`config.mk`:
```
export PLATFORM = sky130hd
export DESIGN_NAME = cdc_top
export DESIGN_NICKNAME = d
export VERILOG_FILES = /design/src/cdc_unit.v /design/src/cdc_top.v
export VERILOG_INCLUDE_DIRS = /design/src /design/src/src
export SDC_FILE = /design/constraint.sdc
export NUM_CORES = 1
export LEC_CHECK = 0
export ABC_AREA = 0
export ABC_CLOCK_PERIOD_IN_PS = 2000
export BUFFER_PORTS_ARGS = -buffer_cell sky130_fd_sc_hd__buf_2
export CAP_MARGIN = 40
export CORE_MARGIN = 2
export CORE_UTILIZATION = 44
export CTS_CLUSTER_SIZE = 28
export DETAILED_ROUTE_END_ITERATION = 6
export MAX_ROUTING_LAYER = met4
export PLACE_DENSITY = 0.92
export SLEW_MARGIN = 10
export SYNTH_ARGS = -nofsm -noshare
export SYNTH_HDL_FRONTEND = slang
export SYNTH_SLANG_ARGS = --single-unit
export TNS_END_PERCENT = 30
```
`constraint.sdc`:
```
create_clock -name clk -period 2 [get_ports clk]
set_input_delay 0.1 -clock clk [delete_from_list [all_inputs] [get_ports clk]]
set_output_delay 0.1 -clock clk [all_outputs]
set_load 0.01 [all_outputs]
```
`src/cdc_map.vh`:
```
// Constants of the comparator digital control block.
`ifndef CDC_MAP_VH
`define CDC_MAP_VH
`define CDC_NUM_CMP      2
`define CDC_CH_W         3
`define CDC_RST_LOW      1'h0
`define CDC_RST_HIGH     1'h1
`define CDC_SYNC_STAGES  3
`endif

```
`src/cdc_unit.v`:
```
// One comparator channel: enable, polarity, latches, edge flags.
`include "cdc_map.vh"
module cdc_unit (
    input  wire clk,
    input  wire rst_n,
    input  wire cmp_enable,
    input  wire cmp_invert,
    input  wire cmp_timer_sync_en,
    input  wire raw_stable,
    input  wire t1_fall,
    input  wire int_pos_en,
    input  wire int_neg_en,
    input  wire flag_clear,
    output reg  cmp_result_bit,
    output reg  timer_gate_src,
    output reg  int_flag
);
    wire polar;
    reg  sync_latch;
    reg  next_result;

    ////////////////////////////////////////////////////////////////////
    // Disabled comparator reads low whatever the inputs do.
    assign polar = cmp_enable & (raw_stable ^ cmp_invert);

    always @* begin
        next_result = polar;
    end

    always @(posedge clk or negedge rst_n) begin
        if (!rst_n) begin
            cmp_result_bit <= `CDC_RST_LOW;
            sync_latch     <= `CDC_RST_LOW;
            timer_gate_src <= `CDC_RST_LOW;
            int_flag       <= `CDC_RST_LOW;
        end else begin
            cmp_result_bit <= next_result;
            if (t1_fall)
                sync_latch <= polar;
            timer_gate_src <= cmp_timer_sync_en ? sync_latch : polar;
            // Set wins over a clear in the same cycle.
            if ((int_pos_en & next_result & ~cmp_result_bit) |
                (int_neg_en & ~next_result & cmp_result_bit))
                int_flag <= `CDC_RST_HIGH;
            else if (flag_clear)
                int_flag <= `CDC_RST_LOW;
        end
    end
endmodule

```
`src/cdc_top.v`:
```
// Top level of the two-comparator digital control block.
//
// Notes on behaviour
// - Non-inverting input below inverting input gives a low raw result.
// - Non-inverting input above inverting input gives a high raw result.
// - A comparator works only while enabled; cleared enable means lowest power.
// - Result readable from own bit and from shared mirror bits.
// - Result can be routed to a pin through output selection.
// - Internal result is latched every cycle; pin path stays unlatched.
// - Invert bit set inverts the result; cleared passes it straight.
// - Hysteresis select is driven to the analog section.
// - Result is offered as a gate source for the 16-bit timer.
// - Sync bit routes the result through a timer-clocked latch.
// - With sync, result is captured on the falling timer source edge.
// - Separate rising and falling edge interrupt enables per comparator.
// - Independent positive and negative input channel selects per comparator.
// - Two comparator instances, each with its own control settings.
`include "cdc_map.vh"
module cdc_top #(
    parameter N   = `CDC_NUM_CMP,
    parameter CHW = `CDC_CH_W
) (
    input  wire           clk,
    input  wire           resetn,
    input  wire [N-1:0]   cmp_raw_in,
    input  wire           t1_src_clk,
    input  wire [N-1:0]   cmp_enable,
    input  wire [N-1:0]   cmp_invert,
    input  wire [N-1:0]   cmp_hysteresis_en,
    input  wire [N-1:0]   cmp_timer_sync_en,
    input  wire [N-1:0]   int_pos_en,
    input  wire [N-1:0]   int_neg_en,
    input  wire [N-1:0]   int_flag_clear,
    input  wire [N*CHW-1:0] cmp_pos_input,
    input  wire [N*CHW-1:0] cmp_neg_input,
    input  wire [N-1:0]   pin_output_select,
    output wire [N-1:0]   cmp_result_bit,
    output wire [N-1:0]   cmp_result_mirror_reg,
    output wire [N-1:0]   timer_gate_src,
    output wire [N-1:0]   int_flag,
    output wire           cmp_pin_out,
    output wire [N-1:0]   analog_enable,
    output wire [N-1:0]   analog_hysteresis,
    output wire [N*CHW-1:0] analog_pos_sel,
    output wire [N*CHW-1:0] analog_neg_sel
);
    reg  [1:0]     rst_sync;
    wire           rst_n;

    reg  [N-1:0]   raw_s0;
    reg  [N-1:0]   raw_s1;
    reg  [N-1:0]   raw_s2;
    reg  [N-1:0]   raw_stable;
    reg  [N-1:0]   next_raw_stable;
    integer        k;

    reg  [2:0]     t1_s;
    reg            t1_stable;
    reg            next_t1_stable;
    reg            t1_fall;

    wire [N-1:0]   pin_path;
    reg            pin_mux;
    integer        m;
    genvar         g;

    ////////////////////////////////////////////////////////////////////
    // A sampled level moves only once the second and third stages agree,
    // so a metastable first stage never reaches the logic behind it.
    function agreed_level;
        input held;
        input stage2;
        input stage3;
        begin
            if (stage2 == stage3) begin
                agreed_level = stage3;
            end else begin
                agreed_level = held;
            end
        end
    endfunction

    // Enable and polarity applied to a filtered raw result; a disabled
    // comparator always reads low.
    function shaped_result;
        input enable;
        input raw;
        input invert;
        begin
            shaped_result = enable & (raw ^ invert);
        end
    endfunction

    ////////////////////////////////////////////////////////////////////
    // Reset release through two flops. Assertion stays asynchronous, so
    // the block clears even while no clock is running.
    always @(posedge clk or negedge resetn) begin
        if (!resetn) begin
            rst_sync <= {2{`CDC_RST_LOW}};
        end else begin
            rst_sync <= {rst_sync[0], `CDC_RST_HIGH};
        end
    end
    assign rst_n = rst_sync[1];

    ////////////////////////////////////////////////////////////////////
    // The raw comparator results arrive from the analog side with no
    // relation to the clock, so they pass three flops first.
    always @(posedge clk or negedge rst_n) begin
        if (!rst_n) begin
            raw_s0 <= {N{`CDC_RST_LOW}};
        end else begin
            raw_s0 <= cmp_raw_in;
        end
    end

    always @(posedge clk or negedge rst_n) begin
        if (!rst_n) begin
            raw_s1 <= {N{`CDC_RST_LOW}};
        end else begin
            raw_s1 <= raw_s0;
        end
    end

    always @(posedge clk or negedge rst_n) begin
        if (!rst_n) begin
            raw_s2 <= {N{`CDC_RST_LOW}};
        end else begin
            raw_s2 <= raw_s1;
        end
    end

    // The filtered level holds while stages two and three disagree.
    always @* begin
        next_raw_stable = {N{`CDC_RST_LOW}};
        for (k = 0; k < N; k = k + 1) begin
            next_raw_stable[k] = agreed_level(raw_stable[k],
                                              raw_s1[k],
                                              raw_s2[k]);
        end
    end

    always @(posedge clk or negedge rst_n) begin
        if (!rst_n) begin
            raw_stable <= {N{`CDC_RST_LOW}};
        end else begin
            raw_stable <= next_raw_stable;
        end
    end

    ////////////////////////////////////////////////////////////////////
    // The timer source clock is filtered like any pin. Its agreed level
    // resets low, so reset can never look like a falling edge; the cost
    // is a lag of about three cycles behind the real edge.
    always @(posedge clk or negedge rst_n) begin
        if (!rst_n) begin
            t1_s <= {3{`CDC_RST_LOW}};
        end else begin
            t1_s <= {t1_s[1:0], t1_src_clk};
        end
    end

    always @(posedge clk or negedge rst_n) begin
        if (!rst_n) begin
            t1_stable <= `CDC_RST_LOW;
        end else begin
            t1_stable <= next_t1_stable;
        end
    end

    always @* begin
        next_t1_stable = agreed_level(t1_stable, t1_s[1], t1_s[2]);
        t1_fall        = t1_stable & ~next_t1_stable;
    end

    ////////////////////////////////////////////////////////////////////
    generate
        for (g = 0; g < N; g = g + 1) begin : unit
            cdc_unit u_cmp (
                .clk               (clk),
                .rst_n             (rst_n),
                .cmp_enable        (cmp_enable[g]),
                .cmp_invert        (cmp_invert[g]),
                .cmp_timer_sync_en (cmp_timer_sync_en[g]),
                .raw_stable        (raw_stable[g]),
                .t1_fall           (t1_fall),
                .int_pos_en        (int_pos_en[g]),
                .int_neg_en        (int_neg_en[g]),
                .flag_clear        (int_flag_clear[g]),
                .cmp_result_bit    (cmp_result_bit[g]),
                .timer_gate_src    (timer_gate_src[g]),
                .int_flag          (int_flag[g])
            );
            // The pin path skips the status latch, so it leads that bit
            // by one cycle.
            assign pin_path[g] = shaped_result(cmp_enable[g],
                                               raw_stable[g],
                                               cmp_invert[g]);
        end
    endgenerate

    ////////////////////////////////////////////////////////////////////
    // Every selected comparator is ORed onto the one pin; selecting two
    // merges them, so software should select a single one.
    always @* begin
        pin_mux = `CDC_RST_LOW;
        for (m = 0; m < N; m = m + 1) begin
            pin_mux = pin_mux | (pin_output_select[m] & pin_path[m]);
        end
    end
    assign cmp_pin_out = pin_mux;

    ////////////////////////////////////////////////////////////////////
    // The mirror bits are the status flops themselves, so the two reads
    // can never disagree.
    assign cmp_result_mirror_reg = cmp_result_bit;
    assign analog_enable         = cmp_enable;
    // A disabled comparator also drops its hysteresis request.
    assign analog_hysteresis     = cmp_hysteresis_en & cmp_enable;
    // Channel selects pass straight to the analog multiplexers.
    assign analog_pos_sel        = cmp_pos_input;
    assign analog_neg_sel        = cmp_neg_input;
endmodule

```
==> metrics.md <==
| Metric | Value |
|---|---|
| I/O Pins | 58 |
| Clock Power Share | 0.259 |
| Area of the multi-input gates | 191 sq um |
| CP max stage cell | dfrtp_1 |
| Placed cells | 106 |
| Detailed Place HPWL | 1.00 mm |
| Synthesized area | 915 sq um |
| Internal power | 674 uW |
| Register area share after synthesis | 0.602 |
| Seq pwr share | 0.594 |
| Post-synth EDFFs | 0 |
| Setup CP Type | flop to primary output |
| Critical Path Start | raw_stable[0] |
| Largest net degree at the start of global routing | 21 |
| Antenna violations before repair | 0 |
| Clock Pin Slew Worst Setup and Hold Paths | 0.11 ns |
| First DRT Iteration DRCs | 0 |
| DRC | 0 |
| Leakage power | 0.517 nW |
| Leading area contributor after synthesis | dfrtp_1 |
| Worst Path Max Fanout | 5 |
| Area delta synth->final | 12.0% |
| Syn Inst Count | 68 |
| CTS root buffer | clkbuf_4 |
| Top delay family on crit path | flip-flops |
| Layout cells sized above 1 | 0.517 |
| Startpoint Class | flop |
| HP Class | input port to flop |
| Hold_sp | int_flag_clear[0] |
| Total Wirelength | 1.24 mm |
| Site row count | 16 |
| CTS Buf Count | 3 |
| First-pass GRT wire length | 2.07 mm |
| Max-cap violations | 0 |
| Total power | 870 uW |
| Post-synth ARST share | 1.00 |
| Fin crit period | 1.52 ns |
| Reg with most FFs | t1_s |
| Die height | 49.6 um |
| FF/Latch Area | 551 sq um |
| Post-synth top flop | dfrtp_1 |
| Worst Tran Pin Value | 0.741 ns |
| CTS tree | built |
| Clk buf depth | 2 |
| Max VDD drop | 469 uV |
| Core region area | 1960 sq um |
| Nets | 121 |
| Number of antenna diodes | 0 |
| Synth cell count leaders | buf_4, dfrtp_1, mux2_2 |
| Synth top area share | 0.602 |
| Fin Setup TNS | 0 ns |
| Rel. slew slack | 0.506 |
| Vias per inst | 4.32 |
| Syn Nets | 101 |
| Cell Count, Final, Fillers Out | 114 |
| Mean post-synth cell area | 13.5 sq um |
| Reg2reg start | raw_stable[1] |
| WP data arrival | 1.42 ns |
| Logic pwr share | 0.146 |
| Seq cells post-synth | 22 |
| P_sw | 196 uW |
| 1st-pass router iterations | 1 |
| Cts repair resizes | 0 |
| Status | finished clean |
| H-Tree Depth | 1 |
| Vias | 493 |
| Worst skew pair latency | 0.29 ns |
| Fmax | 656 MHz |
| WP data required | 1.90 ns |
| # port buffers | 33 |
| Switch share | 0.225 |
| Cell Chain, Critical Path | xor2_1 -> and2_4 -> a22o_2 -> buf_2 |
| Max reg flops | 3 |
| Grt total ovfl | 0 |
| Vias in the first global route | 521 |
| Pwr/cell area | 849 nW/um^2 |
| Final Max Tran Viols | 0 |
| Initial Util | 0.466 |
| Setup Fix Bufs, Post-CTS | 0 |
| RSZ-0062 raised after global routing | no |
| Ys Warns | 0 |
| Period utilisation layout | 0.762 |
| # fillers | 190 |
| Area of the die | 2460 sq um |
| Clk sinks | 22 |
| CP Buf/Inv Count | 1 |
| Detail-routed net length per standard cell | 10.8 um |
| Antenna Nets Post-Route | 0 |
| CP max stage delay | 0.42 ns |
| DIE WIDTH | 49.6 um |
| Fin. Hold Viols | 0 |
| Ranking of synthesized cells by area | dfrtp_1, buf_4, mux2_2 |
| Final setup viols | 0 |
| Fin Clk Skew | 0.00543 ns |
| Library cells used by synthesis | 14 |
| CP Capture Type | primary output |
| Routability Congestion | 0.656 |
| Total Routing Usage GR | 0.115 |
==> per-stage QoR <==
stage	cell area (sq um)	hold WS [ns]	setup slack, ns	util
2_1_floorplan	915	-0.196	0.951	-
3_3_place_gp	948	-0.115	0.839	0.483
3_5_place_dp	948	-0.113	0.805	0.483
4_1_cts	1020	0.0291	0.463	0.522
5_1_grt	1020	0.0205	0.404	0.522
6_report	1020	0.0367	0.476	0.522
==> cells in the final DEF (no fill, tap or decap) <==
master	count
mux2_2	4
clkbuf_4	3
conb_1	1
and2_4	2
dfrtp_1	22
nand4b_1	2
nand2_1	2
o221ai_1	2
xor2_1	2
maj3_1	3
dlygate4sd3_1	4
inv_1	2
buf_2	33
clkbuf_8	1
and2_1	2
nor3b_2	1
a22o_2	1
==> cells by family (layout without fill, tap and decap cells) <==
group | Yosys count | in the layout | share of synthesized area
buf+inv | 24 | 43 | 0.189
flops | 22 | 22 | 0.602
simple gates | 9 | 9 | 0.0739
mux | 4 | 4 | 0.0492
fa+ha+maj | 3 | 3 | 0.0328
compound gates | 3 | 3 | 0.0301
xor+xnor | 2 | 2 | 0.0192
other cells | 1 | 1 | 0.00410
==> per-layer routing <==
| layer | GRT usage | routed length, um | vias up |
|---|---|---|---|
| met3 | 0.0485 | 97 | 2 |
| met4 | 0.0694 | 12 | 0 |
| li1 | - | - | 238 |
| met1 | 0.122 | 493 | 232 |
| met5 | - | 0 | - |
| met2 | 0.180 | 631 | 21 |
==> final cells by class <==
type / count / area share
Timing Repair Buffer: 37 / 0.200
Multi-Input combinational cell: 22 / 0.187
Tap cell: 27 / 0.0330
Inverter: 2 / 0.00733
Clock buffer: 4 / 0.0354
Sequential cell: 22 / 0.537
==> repair_timing <==
item,in CTS,in global routing
hold buffers,4,0
endpoints found under the hold margin,5,0
setup endpoints to repair,0,0
==> power by group through the flow <==
stage,logic [mW],clock network [mW],registers [mW]
2_1_floorplan,0.126,0,0.520
3_3_place_gp,0.118,0,0.524
3_5_place_dp,0.123,0,0.528
4_1_cts,0.130,0.234,0.519
5_1_grt,0.139,0.264,0.525
6_report,0.127,0.225,0.517
==> path summary, 6_finish.rpt <==
kind / end / slack [ns] / cells past startpoint
hold / removal: unit[0].u_cmp.int_flag / 0.04 / 2
min in group asynchronous: rst_sync[0] / 0.11 / 2
setup reg to reg: unit[1].u_cmp.sync_latch / 0.87 / 3
hold reg to reg: raw_s0[0] / 0.31 / 0
max in group asynchronous: unit[0].u_cmp.sync_latch / 1.22 / 0
setup / recovery: cmp_pin_out / 0.48 / 4
(Power assumes the default switching activity.)
